`config.mk`:
```
export PLATFORM = sky130hd
export DESIGN_NAME = scgoc_top
export DESIGN_NICKNAME = d
export VERILOG_FILES = /design/src/scgoc_pkg.sv /design/src/scgoc_top.sv /design/src/scgoc_slow_tick.sv /design/src/scgoc_osc_ctrl.sv
export VERILOG_INCLUDE_DIRS = /design/src /design/src/src
export SDC_FILE = /design/constraint.sdc
export NUM_CORES = 1
export LEC_CHECK = 0
export BUFFER_PORTS_ARGS = -buffer_cell sky130_fd_sc_hd__clkbuf_2
export CORE_MARGIN = 5
export CORE_UTILIZATION = 53
export CTS_CLUSTER_DIAMETER = 120
export CTS_CLUSTER_SIZE = 8
export DETAILED_ROUTE_END_ITERATION = 16
export PLACE_DENSITY = 0.72
export SYNTH_ARGS = -nofsm -noshare
export SYNTH_HDL_FRONTEND = slang
export SYNTH_SLANG_ARGS = --single-unit
```
`constraint.sdc`:
```
create_clock -name clock -period 12.69 [get_ports clock]
set_input_delay 2.538 -clock clock [delete_from_list [all_inputs] [get_ports clock]]
set_output_delay 2.538 -clock clock [all_outputs]
set_load 0.005 [all_outputs]
```
`src/scgoc_map.svh`:
```
// Register offsets, field positions, reset values and counts of the clock gating unit.
// Assumes a 40 MHz clock and a slow clock made as an enable pulse from a divider.
// Overview of operation
// - Enable write bit 0 starts processor clock
// - Disable write bit 0 stops processor clock
// - Bit 7 switches USB port clock
// - Enable bits 8..10 start programmable outputs
// - Disable bits 8..10 stop programmable outputs
// - State register mirrors running system clocks
// - System clock state resets to 0x01
// - Peripheral enable bits 2..31 start clocks
// - Peripheral disable bits stop clocks
// - Peripheral state shows running clocks, resets zero
// - Unimplemented peripheral bits change nothing
// - Oscillator enable; stable after start-up
// - Start-up wait is field times eight
// - Bypass sets stable flag at once
// - Clearing both bits clears stable flag
// - Frequency count over sixteen slow periods
`ifndef SCGOC_MAP_SVH
`define SCGOC_MAP_SVH

`define SCGOC_ADDR_W        8
`define SCGOC_SC_EN_OFF     8'h00
`define SCGOC_SC_DIS_OFF    8'h04
`define SCGOC_SC_STATE_OFF  8'h08
`define SCGOC_PC_EN_OFF     8'h10
`define SCGOC_PC_DIS_OFF    8'h14
`define SCGOC_PC_STATE_OFF  8'h18
`define SCGOC_OSC_CTL_OFF   8'h20
`define SCGOC_FREQ_OFF      8'h24
`define SCGOC_PLL_OFF       8'h2C
`define SCGOC_MCK_OFF       8'h30
`define SCGOC_ACK_OFF       8'h34
`define SCGOC_PCK0_OFF      8'h40
`define SCGOC_PCK1_OFF      8'h44
`define SCGOC_IRQ_SET_OFF   8'h60
`define SCGOC_IRQ_CLR_OFF   8'h64
`define SCGOC_STATUS_OFF    8'h68
`define SCGOC_MASK_OFF      8'h6C

`define SCGOC_CPU_BIT       0
`define SCGOC_USB_BIT       7
`define SCGOC_PROG_LSB      8
`define SCGOC_PROG_N        3
`define SCGOC_OSC_EN_BIT    0
`define SCGOC_OSC_BYP_BIT   1
`define SCGOC_OSC_CNT_LSB   8
`define SCGOC_OSC_CNT_W     8
`define SCGOC_OSC_MULT_SH   3
`define SCGOC_EV_OSC_BIT    0
`define SCGOC_MCK_RDY_BIT   3
`define SCGOC_EV_FREQ_BIT   16
`define SCGOC_EV_MASK       32'h00010001
`define SCGOC_FREQ_W        16
`define SCGOC_FREQ_VAL_BIT  16
`define SCGOC_FREQ_WIN      4'hF

`define SCGOC_SC_RST        32'h00000001
`define SCGOC_SC_MASK       32'h00000781
`define SCGOC_PC_RST        32'h00000000
`define SCGOC_PC_IMPL       32'hFFFFFFFC
`define SCGOC_OSC_RST       32'h00000000
`define SCGOC_OSC_MASK      32'h0000FF03
`define SCGOC_PLL_RST       32'h00003F00
`define SCGOC_ZERO_RST      32'h00000000
`define SCGOC_SLOW_DIV      1220

`endif

```
`src/scgoc_pkg.sv`:
```
// Types shared by the clock gating unit.
// Assumes nothing beyond the constant header.
package scgoc_pkg;
  typedef enum logic [1:0] {
    SCGOC_OSC_OFF    = 2'b00,
    SCGOC_OSC_WAIT   = 2'b01,
    SCGOC_OSC_READY  = 2'b10,
    SCGOC_OSC_BYPASS = 2'b11
  } scgoc_osc_e;
  typedef enum logic [1:0] {
    SCGOC_MEAS_IDLE = 2'b00,
    SCGOC_MEAS_RUN  = 2'b01,
    SCGOC_MEAS_DONE = 2'b10
  } scgoc_meas_e;
endpackage

```
`src/scgoc_top.sv`:
```
// Clock gating and main oscillator control with register port and interrupt.
// Assumes a 40 MHz clock, a single-cycle strobe master and asynchronous active-low reset.
`timescale 1ns/1ps
`include "scgoc_map.svh"
module scgoc_top
  import scgoc_pkg::*;
#(
  parameter int          SLOW_DIV  = `SCGOC_SLOW_DIV,
  parameter logic [31:0] PC_IMPL   = `SCGOC_PC_IMPL
)
(
  input  wire logic                     clock,
  input  wire logic                     rst_b,
  input  wire logic [`SCGOC_ADDR_W-1:0] addr,
  input  wire logic [31:0]              wdata,
  input  wire logic                     wr,
  input  wire logic                     rd,
  output logic      [31:0]              rdata,
  output logic                          cpu_clock_on,
  output logic                          usb_port_clock_on,
  output logic      [`SCGOC_PROG_N-1:0] prog_clock_out_on,
  output logic      [31:0]              periph_clock_on,
  output logic                          osc_enable_out,
  output logic                          osc_bypass_out,
  output logic                          osc_stable_out,
  output logic                          irq
);
  logic        rst_meta_b;
  logic        rst_sync_b;
  logic        slow_tick;
  logic        osc_stable_flag;

  // System and peripheral gate state
  logic [31:0] sys_clock_state;
  logic [31:0] next_sys_clock_state;
  logic [31:0] periph_clock_state;
  logic [31:0] next_periph_clock_state;

  // Configuration registers
  logic [31:0] main_osc_control;
  logic [31:0] next_main_osc_control;
  logic [31:0] pll_config;
  logic [31:0] master_clock_select;
  logic [31:0] application_clock_select;
  logic [31:0] prog_clock_out0_config;
  logic [31:0] prog_clock_out1_config;
  logic [31:0] next_pll_config;
  logic [31:0] next_master_clock_select;
  logic [31:0] next_application_clock_select;
  logic [31:0] next_prog_clock_out0_config;
  logic [31:0] next_prog_clock_out1_config;

  // Interrupt state
  logic [31:0] event_status;
  logic [31:0] next_event_status;
  logic [31:0] irq_mask_state;
  logic [31:0] next_irq_mask_state;
  logic        next_irq;
  logic        stable_q;
  logic        freq_valid_q;
  logic [31:0] events;

  // Frequency measurement
  scgoc_meas_e                meas_state;
  scgoc_meas_e                next_meas_state;
  logic [3:0]                 meas_ticks;
  logic [3:0]                 next_meas_ticks;
  logic [`SCGOC_FREQ_W-1:0]   meas_cycles;
  logic [`SCGOC_FREQ_W-1:0]   next_meas_cycles;
  logic [`SCGOC_FREQ_W-1:0]   main_freq_count;
  logic [`SCGOC_FREQ_W-1:0]   next_main_freq_count;
  logic                       main_freq_valid;
  logic                       next_main_freq_valid;

  logic [31:0] next_rdata;
  logic        wr_sc_en;
  logic        wr_sc_dis;
  logic        wr_pc_en;
  logic        wr_pc_dis;

  // Reset release through two flops; assertion stays asynchronous
  always_ff @(posedge clock or negedge rst_b)
  begin
    if (!rst_b)
    begin
      rst_meta_b <= 1'b0;
      rst_sync_b <= 1'b0;
    end
    else
    begin
      rst_meta_b <= 1'b1;
      rst_sync_b <= rst_meta_b;
    end
  end

  scgoc_slow_tick #(
    .DIV (SLOW_DIV)
  ) u_slow_tick (
    .clock (clock),
    .rst_b (rst_sync_b),
    .tick  (slow_tick)
  );

  scgoc_osc_ctrl u_osc_ctrl (
    .clock             (clock),
    .rst_b             (rst_sync_b),
    .slow_tick         (slow_tick),
    .osc_enable        (main_osc_control[`SCGOC_OSC_EN_BIT]),
    .osc_bypass        (main_osc_control[`SCGOC_OSC_BYP_BIT]),
    .osc_startup_count (main_osc_control[`SCGOC_OSC_CNT_LSB +: `SCGOC_OSC_CNT_W]),
    .osc_stable_flag   (osc_stable_flag)
  );

  assign wr_sc_en  = wr && (addr == `SCGOC_SC_EN_OFF);
  assign wr_sc_dis = wr && (addr == `SCGOC_SC_DIS_OFF);
  assign wr_pc_en  = wr && (addr == `SCGOC_PC_EN_OFF);
  assign wr_pc_dis = wr && (addr == `SCGOC_PC_DIS_OFF);

  // Set-only and clear-only writes; zero bits leave gates alone
  always_comb
  begin
    next_sys_clock_state = sys_clock_state;
    if (wr_sc_en)
      next_sys_clock_state = sys_clock_state | (wdata & `SCGOC_SC_MASK);
    else if (wr_sc_dis)
      next_sys_clock_state = sys_clock_state & ~(wdata & `SCGOC_SC_MASK);
  end

  // Unimplemented identifiers are masked off and never stored
  always_comb
  begin
    next_periph_clock_state = periph_clock_state;
    if (wr_pc_en)
      next_periph_clock_state = periph_clock_state | (wdata & PC_IMPL);
    else if (wr_pc_dis)
      next_periph_clock_state = periph_clock_state & ~(wdata & PC_IMPL);
  end

  always_ff @(posedge clock or negedge rst_sync_b)
  begin
    if (!rst_sync_b)
    begin
      sys_clock_state    <= `SCGOC_SC_RST;
      periph_clock_state <= `SCGOC_PC_RST;
      cpu_clock_on       <= 1'b1;
      usb_port_clock_on  <= 1'b0;
      prog_clock_out_on  <= '0;
      periph_clock_on    <= '0;
    end
    else
    begin
      sys_clock_state    <= next_sys_clock_state;
      periph_clock_state <= next_periph_clock_state;
      cpu_clock_on       <= next_sys_clock_state[`SCGOC_CPU_BIT];
      usb_port_clock_on  <= next_sys_clock_state[`SCGOC_USB_BIT];
      prog_clock_out_on  <= next_sys_clock_state[`SCGOC_PROG_LSB +: `SCGOC_PROG_N];
      periph_clock_on    <= next_periph_clock_state;
    end
  end

  // Read/write configuration, oscillator control masked, interrupt mask set/clear; clock sources they name live elsewhere
  always_comb
  begin
    next_main_osc_control         = main_osc_control;
    next_pll_config               = pll_config;
    next_master_clock_select      = master_clock_select;
    next_application_clock_select = application_clock_select;
    next_prog_clock_out0_config   = prog_clock_out0_config;
    next_prog_clock_out1_config   = prog_clock_out1_config;
    next_irq_mask_state           = irq_mask_state;
    if (wr)
    begin
      unique case (addr)
        `SCGOC_OSC_CTL_OFF: next_main_osc_control = wdata & `SCGOC_OSC_MASK;
        `SCGOC_PLL_OFF:     next_pll_config = wdata;
        `SCGOC_MCK_OFF:     next_master_clock_select = wdata;
        `SCGOC_ACK_OFF:     next_application_clock_select = wdata;
        `SCGOC_PCK0_OFF:    next_prog_clock_out0_config = wdata;
        `SCGOC_PCK1_OFF:    next_prog_clock_out1_config = wdata;
        `SCGOC_IRQ_SET_OFF: next_irq_mask_state = irq_mask_state | (wdata & `SCGOC_EV_MASK);
        `SCGOC_IRQ_CLR_OFF: next_irq_mask_state = irq_mask_state & ~(wdata & `SCGOC_EV_MASK);
        default:            next_irq_mask_state = irq_mask_state;
      endcase
    end
  end

  always_ff @(posedge clock or negedge rst_sync_b)
  begin
    if (!rst_sync_b)
    begin
      main_osc_control         <= `SCGOC_OSC_RST;
      pll_config               <= `SCGOC_PLL_RST;
      master_clock_select      <= `SCGOC_ZERO_RST;
      application_clock_select <= `SCGOC_ZERO_RST;
      prog_clock_out0_config   <= `SCGOC_ZERO_RST;
      prog_clock_out1_config   <= `SCGOC_ZERO_RST;
      irq_mask_state           <= `SCGOC_ZERO_RST;
      osc_enable_out           <= 1'b0;
      osc_bypass_out           <= 1'b0;
      osc_stable_out           <= 1'b0;
    end
    else
    begin
      main_osc_control         <= next_main_osc_control;
      pll_config               <= next_pll_config;
      master_clock_select      <= next_master_clock_select;
      application_clock_select <= next_application_clock_select;
      prog_clock_out0_config   <= next_prog_clock_out0_config;
      prog_clock_out1_config   <= next_prog_clock_out1_config;
      irq_mask_state           <= next_irq_mask_state;
      osc_enable_out           <= next_main_osc_control[`SCGOC_OSC_EN_BIT];
      osc_bypass_out           <= next_main_osc_control[`SCGOC_OSC_BYP_BIT];
      osc_stable_out           <= osc_stable_flag;
    end
  end

  // Count clock cycles across sixteen slow periods, aligned to a tick
  always_comb
  begin
    next_meas_state      = meas_state;
    next_meas_ticks      = meas_ticks;
    next_meas_cycles     = meas_cycles;
    next_main_freq_count = main_freq_count;
    next_main_freq_valid = main_freq_valid;
    unique case (meas_state)
      SCGOC_MEAS_IDLE:
        if (osc_stable_flag && slow_tick)
        begin
          next_meas_state  = SCGOC_MEAS_RUN;
          next_meas_ticks  = 4'h0;
          next_meas_cycles = '0;
        end
      SCGOC_MEAS_RUN:
        if (!osc_stable_flag)
          next_meas_state = SCGOC_MEAS_IDLE;
        else
        begin
          // Saturate rather than wrap on a very slow divider setting
          if (meas_cycles != '1)
            next_meas_cycles = meas_cycles + {{(`SCGOC_FREQ_W-1){1'b0}}, 1'b1};
          if (slow_tick)
          begin
            next_meas_ticks = meas_ticks + 4'h1;
            if (meas_ticks == `SCGOC_FREQ_WIN)
            begin
              next_meas_state      = SCGOC_MEAS_DONE;
              next_main_freq_count = next_meas_cycles;
              next_main_freq_valid = 1'b1;
            end
          end
        end
      SCGOC_MEAS_DONE:
        if (!osc_stable_flag)
        begin
          next_meas_state      = SCGOC_MEAS_IDLE;
          next_main_freq_valid = 1'b0;
        end
      default:
        next_meas_state = SCGOC_MEAS_IDLE;
    endcase
  end

  always_ff @(posedge clock or negedge rst_sync_b)
  begin
    if (!rst_sync_b)
    begin
      meas_state      <= SCGOC_MEAS_IDLE;
      meas_ticks      <= 4'h0;
      meas_cycles     <= '0;
      main_freq_count <= '0;
      main_freq_valid <= 1'b0;
    end
    else
    begin
      meas_state      <= next_meas_state;
      meas_ticks      <= next_meas_ticks;
      meas_cycles     <= next_meas_cycles;
      main_freq_count <= next_main_freq_count;
      main_freq_valid <= next_main_freq_valid;
    end
  end

  // Sticky events; a new event beats a same-cycle write-one clear
  always_comb
  begin
    events = '0;
    events[`SCGOC_EV_OSC_BIT]  = osc_stable_flag && !stable_q;
    events[`SCGOC_EV_FREQ_BIT] = main_freq_valid && !freq_valid_q;
    next_event_status = event_status;
    if (wr && (addr == `SCGOC_STATUS_OFF))
      next_event_status = event_status & ~wdata;
    next_event_status = (next_event_status | events) & `SCGOC_EV_MASK;
    next_irq = |(next_event_status & next_irq_mask_state);
  end

  always_ff @(posedge clock or negedge rst_sync_b)
  begin
    if (!rst_sync_b)
    begin
      event_status <= `SCGOC_ZERO_RST;
      stable_q     <= 1'b0;
      freq_valid_q <= 1'b0;
      irq          <= 1'b0;
    end
    else
    begin
      event_status <= next_event_status;
      stable_q     <= osc_stable_flag;
      freq_valid_q <= main_freq_valid;
      irq          <= next_irq;
    end
  end

  // Read data stands only in the cycle after the strobe
  always_comb
  begin
    next_rdata = '0;
    if (rd)
    begin
      unique case (addr)
        `SCGOC_SC_STATE_OFF: next_rdata = sys_clock_state;
        `SCGOC_PC_STATE_OFF: next_rdata = periph_clock_state;
        `SCGOC_OSC_CTL_OFF:  next_rdata = main_osc_control;
        `SCGOC_FREQ_OFF:
        begin
          next_rdata[`SCGOC_FREQ_W-1:0]    = main_freq_count;
          next_rdata[`SCGOC_FREQ_VAL_BIT]  = main_freq_valid;
        end
        `SCGOC_PLL_OFF:      next_rdata = pll_config;
        `SCGOC_MCK_OFF:      next_rdata = master_clock_select;
        `SCGOC_ACK_OFF:      next_rdata = application_clock_select;
        `SCGOC_PCK0_OFF:     next_rdata = prog_clock_out0_config;
        `SCGOC_PCK1_OFF:     next_rdata = prog_clock_out1_config;
        `SCGOC_STATUS_OFF:
        begin
          next_rdata                     = event_status;
          next_rdata[`SCGOC_EV_OSC_BIT]  = osc_stable_flag;
          next_rdata[`SCGOC_MCK_RDY_BIT] = 1'b1;
        end
        `SCGOC_MASK_OFF:     next_rdata = irq_mask_state;
        default:             next_rdata = '0;
      endcase
    end
  end

  always_ff @(posedge clock or negedge rst_sync_b)
  begin
    if (!rst_sync_b)
      rdata <= '0;
    else
      rdata <= next_rdata;
  end
endmodule

```
`src/scgoc_slow_tick.sv`:
```
// Slow clock enable divider: one-cycle pulse every DIV clocks.
// Assumes a synchronised active-low reset.
`timescale 1ns/1ps
module scgoc_slow_tick
#(
  parameter int DIV = 1220
)
(
  input  wire logic clock,
  input  wire logic rst_b,
  output logic      tick
);
  logic [15:0] cnt;
  logic [15:0] next_cnt;
  logic        next_tick;

  always_comb
  begin
    next_tick = (cnt == 16'(DIV - 1));
    next_cnt  = next_tick ? 16'h0000 : cnt + 16'h0001;
  end

  always_ff @(posedge clock or negedge rst_b)
  begin
    if (!rst_b)
    begin
      cnt  <= 16'h0000;
      tick <= 1'b0;
    end
    else
    begin
      cnt  <= next_cnt;
      tick <= next_tick;
    end
  end
endmodule

```
`src/scgoc_osc_ctrl.sv`:
```
// Main oscillator start-up sequencer and stable flag.
// Assumes slow_tick is a one-cycle enable and the control bits are registered.
`timescale 1ns/1ps
`include "scgoc_map.svh"
module scgoc_osc_ctrl
  import scgoc_pkg::*;
(
  input  wire logic                        clock,
  input  wire logic                        rst_b,
  input  wire logic                        slow_tick,
  input  wire logic                        osc_enable,
  input  wire logic                        osc_bypass,
  input  wire logic [`SCGOC_OSC_CNT_W-1:0] osc_startup_count,
  output logic                             osc_stable_flag
);
  scgoc_osc_e  state;
  scgoc_osc_e  next_state;
  logic [10:0] cnt;
  logic [10:0] next_cnt;
  logic [10:0] load_val;

  // Wait length in slow cycles is the field times eight
  assign load_val = {osc_startup_count, 3'b000};

  always_comb
  begin
    next_state = state;
    next_cnt   = cnt;
    unique case (state)
      SCGOC_OSC_OFF:
        if (osc_bypass)
          next_state = SCGOC_OSC_BYPASS;
        else if (osc_enable)
        begin
          next_state = SCGOC_OSC_WAIT;
          next_cnt   = load_val;
        end
      SCGOC_OSC_WAIT:
        if (osc_bypass)
          next_state = SCGOC_OSC_BYPASS;
        else if (!osc_enable)
          next_state = SCGOC_OSC_OFF;
        else if (slow_tick)
        begin
          if (cnt == 11'h000)
            next_state = SCGOC_OSC_READY;
          else
            next_cnt = cnt - 11'h001;
        end
      SCGOC_OSC_READY:
        if (osc_bypass)
          next_state = SCGOC_OSC_BYPASS;
        else if (!osc_enable)
          next_state = SCGOC_OSC_OFF;
      SCGOC_OSC_BYPASS:
        if (!osc_bypass)
        begin
          // Leaving bypass with the enable set starts a fresh wait
          next_state = osc_enable ? SCGOC_OSC_WAIT : SCGOC_OSC_OFF;
          next_cnt   = load_val;
        end
    endcase
  end

  always_ff @(posedge clock or negedge rst_b)
  begin
    if (!rst_b)
    begin
      state           <= SCGOC_OSC_OFF;
      cnt             <= 11'h000;
      osc_stable_flag <= 1'b0;
    end
    else
    begin
      state           <= next_state;
      cnt             <= next_cnt;
      osc_stable_flag <= (next_state == SCGOC_OSC_READY) || (next_state == SCGOC_OSC_BYPASS);
    end
  end
endmodule

```
==> metrics, run 1 <==
Placed Area=15300 µm²; static leakage=0.00773 µW; post_cts resized=0; Slew Limit Fails=0; clk buf depth=3; Post-CTS Hold Buffers=0; Startpoint Class=input pin; RSZ-0062 raised after global routing=false; layout cells sized above 1=between 20% and 30%; TritonCTS Buffers=45; max frequency=0.202 GHz; synth cell count leaders=309 x dfrtp_1, 137 x mux2_2, 106 x nand2_1; # rows=60; post-layout util=61.8%; Vias/cell=6.23; Max-Slew Margin vs Limit=16.2%; PortBufs=114; Final HPWL DP=24100 µm; initial antenna violation count=2; Final min period=roughly 5.0 ns; Final setup viols=0; WL/cell=22.3 µm; CTS root buf=clkbuf_16; count of max-cap constraint violations=0; DR pass1 iterations=6; total gr overflow=0; gp weighted congestion=0.872; #FFs+latches synth=316; multi-input logic area=roughly 6000 µm²; WL final=37800 µm; Ys Warns=0; Nets=1371; postcts setup bufs=0; fin area=16600 µm²; pin count of the biggest net entering global routing=180; VDD IR-drop max=0.0835 mV; Worst-Margin Slew=1.26 ns; Yosys top cell by area=dfrtp_1; Arrival @ worst endpoint=5.39 ns; total die area=30700 µm²; core box area=26900 µm²; top-count cell post-synth=dfrtp_1; Post-synth ARST share=100%; dpl cells=1616; n_diodes=0; Syn-to-layout area delta=14.9%; Die Height=between 150 and 200 µm; Synth Instances=1218; CP Max Fanout=40; critical path class=in -> reg; Main synth FF type=dfrtp_1; Hold Vio Cnt, Final=0; CTS tree=yes; Final ANT Viol Nets=0; EDFF count, synth=0; status=finished clean; Die Wd=175 µm; Final period util=39.0%; Syn Area/Cell=~12 µm²; Crit. End Element=flop; vias in the first global route=10600; PwrDens=143 nW/µm²; type of the most critical hold path=reg -> reg; I/O Pins=117; critical path required time=13.13 ns; register area=7920 µm²; Clk Latency, worst-skew pair=0.55 ns; clock transition at the registers of the reported paths=0.05 ns; Netlist cell types=73; initial DRC count=949; Seq/Total Area, Yosys=54.8%; H-tree depth=2; drt drc=0; Cell Area, Synth=14500 µm²; clock sink count=around 320; Sum Neg Setup Slack=0 ns; ranking of synthesized cells by area=dfrtp_1 54%, mux2_2 11%, mux2_1 3.2%; first-pass GRT wire length=roughly 60000 µm; non-filler cells, final=1699; share of the synthesized area in the top cell type=53.5%; Fillers=2172; vias post-DR=10600; clk_skew=between 0.02 and 0.025 ns; GRT Overall Usage=24.7%; initial core utilization=53.8%
-- state kept, by name, summed over array words and instances, names as in the netlist, 10 cells and up, named ones only --
register / flops
application_clock_select: 32
master_clock_select: 32
pll_config: 32
prog_clock_out0_config: 32
prog_clock_out1_config: 32
rdata: 32
main_freq_count: 16
meas_cycles: 16
u_slow_tick.cnt: 16
u_osc_ctrl.cnt: 11
main_osc_control: 10
-- area by class of cell --
class | instances | area share (%)
Inverter | 12 | 0.271
Multi-Input combinational cell | 818 | 37.2
Sequential cell | 316 | 47.7
Timing Repair Buffer | 129 | 4.19
Clock buffer | 79 | 7.55
Tap cell | 341 | 2.57
Clock inverter | 4 | 0.543
-- power by group --
part           switching [µW]  internal [µW]
clock                     443            692
combinational            84.9           59.2
sequential               44.2           1060
-- stage by stage --
| stage | total power, µW | worst slack, ns | hold WS (ns) |
|---|---|---|---|
| 3_3_place_gp | 1250 | 7.26 | 0.338 |
| 5_1_grt | 2470 | 7.62 | 0.374 |
| 4_1_cts | 2400 | 7.80 | 0.353 |
| 3_5_place_dp | 1260 | 7.22 | 0.343 |
| 2_1_floorplan | 1200 | 3.24 | 0.331 |
| 6_report | 2380 | 7.74 | 0.349 |
-- critical path: stages --
cell	delay (ns)
clkbuf_2	0.08
buf_4	0.52
nor4b_2	0.31
buf_4	0.24
nand2_1	0.09
nor2_2	0.90
buf_4	0.37
nand2_1	0.08
a22o_1	0.22
-- routing by layer --
layer / up-vias / track usage, % / part of all wire, %
met5: - / 0 / 0.066
met2: 405 / 38.7 / 47
met4: 4 / 8.45 / 2.9
met3: 100 / 5.24 / 7.1
met1: 5362 / 34.5 / 43
li1: 4718 / - / -
-- kinds of logic after synthesis --
group / Yosys count / synth area share (%)
flops: 316 / 54.8
buf+inv: 85 / 2.79
compound gates: 275 / 13.1
simple gates: 290 / 10.6
fa+ha+maj: 5 / 0.433
mux: 224 / 17.1
other cells: 2 / 0.0520
xor+xnor: 21 / 1.27
-- final timing paths --
kind                                                   end  depth (start not counted)  slack, ns                      start
min in group asynchronous        meas_ticks[2]$_DFFE_PN0P_                          0       0.51       rst_sync_b$_DFF_PN0_
min reg2reg                           rst_sync_b$_DFF_PN0_                          0       0.35       rst_meta_b$_DFF_PN0_
max in group asynchronous                        async pin                          1      10.70       rst_sync_b$_DFF_PN0_
min                                   rst_sync_b$_DFF_PN0_                          0       0.35       rst_meta_b$_DFF_PN0_
max reg2reg                main_freq_count[15]$_DFFE_PN0P_                          5       9.86  meas_state[0]$_DFFE_PN0P_
max                                                   flop                          9       7.74                    addr[2]
-- placed cells by master, fill, tap and decap left out, types with 5 or more instances in the layout --
cell type and instances:
and3_1 11, a31oi_1 9, o31ai_1 5, clkbuf_1 34, mux2i_1 46, o21a_1 11
nor2_1 42, ha_1 5, inv_1 12, dfrtp_1 308, mux2_2 137, buf_4 14
nand2b_1 7, nand4_1 9, nand3_1 27, a221oi_1 14, clkbuf_16 45, nand2_1 106
clkbuf_2 114, a21oi_1 47, nor2b_1 15, nor3_1 10, a22oi_1 34, xnor2_1 10
nand3_2 5, and4_1 6, or4_1 5, o22ai_1 29, nor3b_1 8, mux2_1 41
xor2_1 11, a22o_1 49, o21ai_0 46, dfstp_2 7
No activity file was read; power rests on OpenSTA's default activity.
==> run 2, diff against run 1 <==
--- a/config.mk
+++ b/config.mk
@@ -12,7 +12,7 @@
 export CTS_CLUSTER_DIAMETER = 120
 export CTS_CLUSTER_SIZE = 8
 export DETAILED_ROUTE_END_ITERATION = 16
-export PLACE_DENSITY = 0.72
+export PLACE_DENSITY = 0.75
 export SYNTH_ARGS = -nofsm -noshare
 export SYNTH_HDL_FRONTEND = slang
 export SYNTH_SLANG_ARGS = --single-unit
==> constraint.sdc (replaced) <==
create_clock -name clock -period 4.08 [get_ports clock]
set_input_delay 0.816 -clock clock [delete_from_list [all_inputs] [get_ports clock]]
set_output_delay 0.816 -clock clock [all_outputs]
set_load 0.005 [all_outputs]
==> metrics, run 2 (synthesized netlist as in run 1, its figures left out) <==
Slew Limit Fails=0 (unchanged); first-pass GRT wire length=59800 µm (was 60400 µm); WL/cell=22.0 µm (was 22.3 µm); Final ANT Viol Nets=0 (unchanged); DR pass1 iterations=7 (was 6); max frequency=a little under 0.4 GHz; Final setup viols=0 (unchanged); total die area=30700 µm² (unchanged); H-tree depth=2 (unchanged); Nets=1387 (was 1371); type of the most critical hold path=in -> async (was reg -> reg); WL final=37500 µm (was 37800 µm); post_cts resized=0 (unchanged); CTS root buf=clkbuf_16 (unchanged); Crit. End Element=flop (unchanged); initial core utilization=53.8% (unchanged); Top delay family on crit path=buffers and inverters (was simple AND/OR/NAND/NOR gates); met1 WL=16200 µm (was 16300 µm); CP max stage cell=clkbuf_2 (was nor2_2); commonest non-fill, non-tap cells in the layout=308 x dfrtp_1, 137 x mux2_2, 114 x clkbuf_2, 106 x nand2_1, 49 x a22o_1 (unchanged); dpl cells=1632 (was 1616); Final HPWL DP=24900 µm (was 24100 µm); Final min period=between 2 and 3 ns; initial antenna violation count=3 (was 2); VDD IR-drop max=0.294 mV (was 0.0835 mV); Met3 Wirelength=2530 µm (was 2690 µm); clk buf depth=3 (unchanged); # rows=60 (unchanged); Worst-Margin Slew=1.01 ns (was 1.26 ns); GRT Overall Usage=24.3% (was 24.7%); gp weighted congestion=0.897 (was 0.872); Die Wd=175 µm (unchanged); Fillers=2105 (was 2172); status=finished clean (unchanged); max layer used=met5 (unchanged); static leakage=0.00779 µW (was 0.00773 µW); CP Depth=7 (was 9); worst r2r path cells=5 (unchanged); vias post-DR=10600 (about the same); Post-CTS Hold Buffers=0 (unchanged); I/O Pins=117 (unchanged); Max-Slew Margin vs Limit=32.8% (was 16.2%); Final period util=63.7%; Arrival @ worst endpoint=3.01 ns (was 5.39 ns); vias in the first global route=10600 (about the same); critical path's largest stage delay=0.38 ns (was 0.90 ns); Startpoint Class=input pin (unchanged); critical path class=in -> reg (unchanged); Clk Latency, worst-skew pair=0.53 ns (was 0.55 ns); TritonCTS Buffers=45 (unchanged); Die Height=175 µm (unchanged); count of max-cap constraint violations=0 (unchanged); PortBufs=114 (unchanged); core box area=26900 µm² (unchanged); total power=7250 µW (was 2380 µW); critical path required time=4.49 ns (was 13.13 ns); clock sink count=316 (unchanged); RSZ-0062 raised after global routing=false (unchanged); CP Max Fanout=22 (was 40); drt drc=0 (unchanged); clock transition at the registers of the reported paths=0.05 ns (about the same); PwrDens=435 nW/µm² (was 143 nW/µm²); initial DRC count=881 (was 949); most common cell after layout, fill and taps aside=dfrtp_1 (unchanged); Syn-to-layout area delta=15.4% (was 14.9%); n_diodes=0 (unchanged); WP buf/inv=3 (was 4); total gr overflow=0 (unchanged); layout cells sized above 1=26.8% (was 25.7%); postcts setup bufs=0 (unchanged); CTS tree=yes (unchanged); Sum Neg Setup Slack=0 ns (unchanged); Vias/cell=6.24 (was 6.23); clk_skew=0.0194 ns (was 0.0215 ns); Hold Vio Cnt, Final=0 (unchanged); pin count of the biggest net entering global routing=88 (was 180); worst path cell trace=clkbuf_2, nor4b_4, buf_4, and4_1, nand2_2, buf_12, mux2_1 (was clkbuf_2, buf_4, nor4b_2, buf_4, nand2_1, nor2_2, buf_4, nand2_1, a22o_1); non-filler cells, final=1702 (was 1699); WL met2=17500 µm (was 17700 µm)
## run 2: power breakdown
| part | total, µW | switching, µW | internal (µW) |
|---|---|---|---|
| logic | 455 | 267 | 188 |
| registers | 3420 | 133 | 3290 |
| clock network | 3380 | 1300 | 2080 |
## run 2: area by class of cell
class	count	area, µm²	share of cell area [%]
Timing Repair Buffer	145	841	5.04
Sequential cell	316	7920	47.5
Clock buffer	66	1200	7.23
Inverter	12	45.0	0.270
Clock inverter	4	71.3	0.428
Multi-Input combinational cell	818	6170	37.0
Tap cell	341	427	2.56
## run 2: per-stage QoR
step / hold slack, ns / instance area, µm² / setup slack (ns) / utilization, %
2_1_floorplan: 0.331 / 14500 / 0.947 / -
3_3_place_gp: 0.332 / 15400 / 1.02 / 57.3
3_5_place_dp: 0.336 / 15400 / 0.970 / 57.3
4_1_cts: 0.0521 / 16700 / 1.50 / 62.0
5_1_grt: 0.0561 / 16700 / 1.44 / 62.0
6_report: 0.0662 / 16700 / 1.48 / 62.0
## run 2: worst paths after layout
kind | slack, ns | startpoint | endpoint
max reg2reg | 1.74 | meas_cycles[3]$_DFFE_PN0P_ | meas_cycles[15]$_DFFE_PN0P_
min in group clock | 0.34 | rst_meta_b$_DFF_PN0_ | rst_sync_b$_DFF_PN0_
max in group asynchronous | 2.60 | rst_sync_b$_DFF_PN0_ | application_clock_select[25]$_DFFE_PN0P_
min | 0.07 | rst_b | rst_sync_b$_DFF_PN0_
max | 1.48 | addr[4] | pll_config[4]$_DFFE_PN0P_
min reg2reg | 0.34 | rst_meta_b$_DFF_PN0_ | rst_sync_b$_DFF_PN0_
## run 2: per-layer routing
metal | track usage, % | vias up
met1 | 33.6 | 5360
met4 | 7.89 | 6
met2 | 38.7 | 405
met3 | 4.95 | 100
met5 | 0 | -
li1 | - | 4747
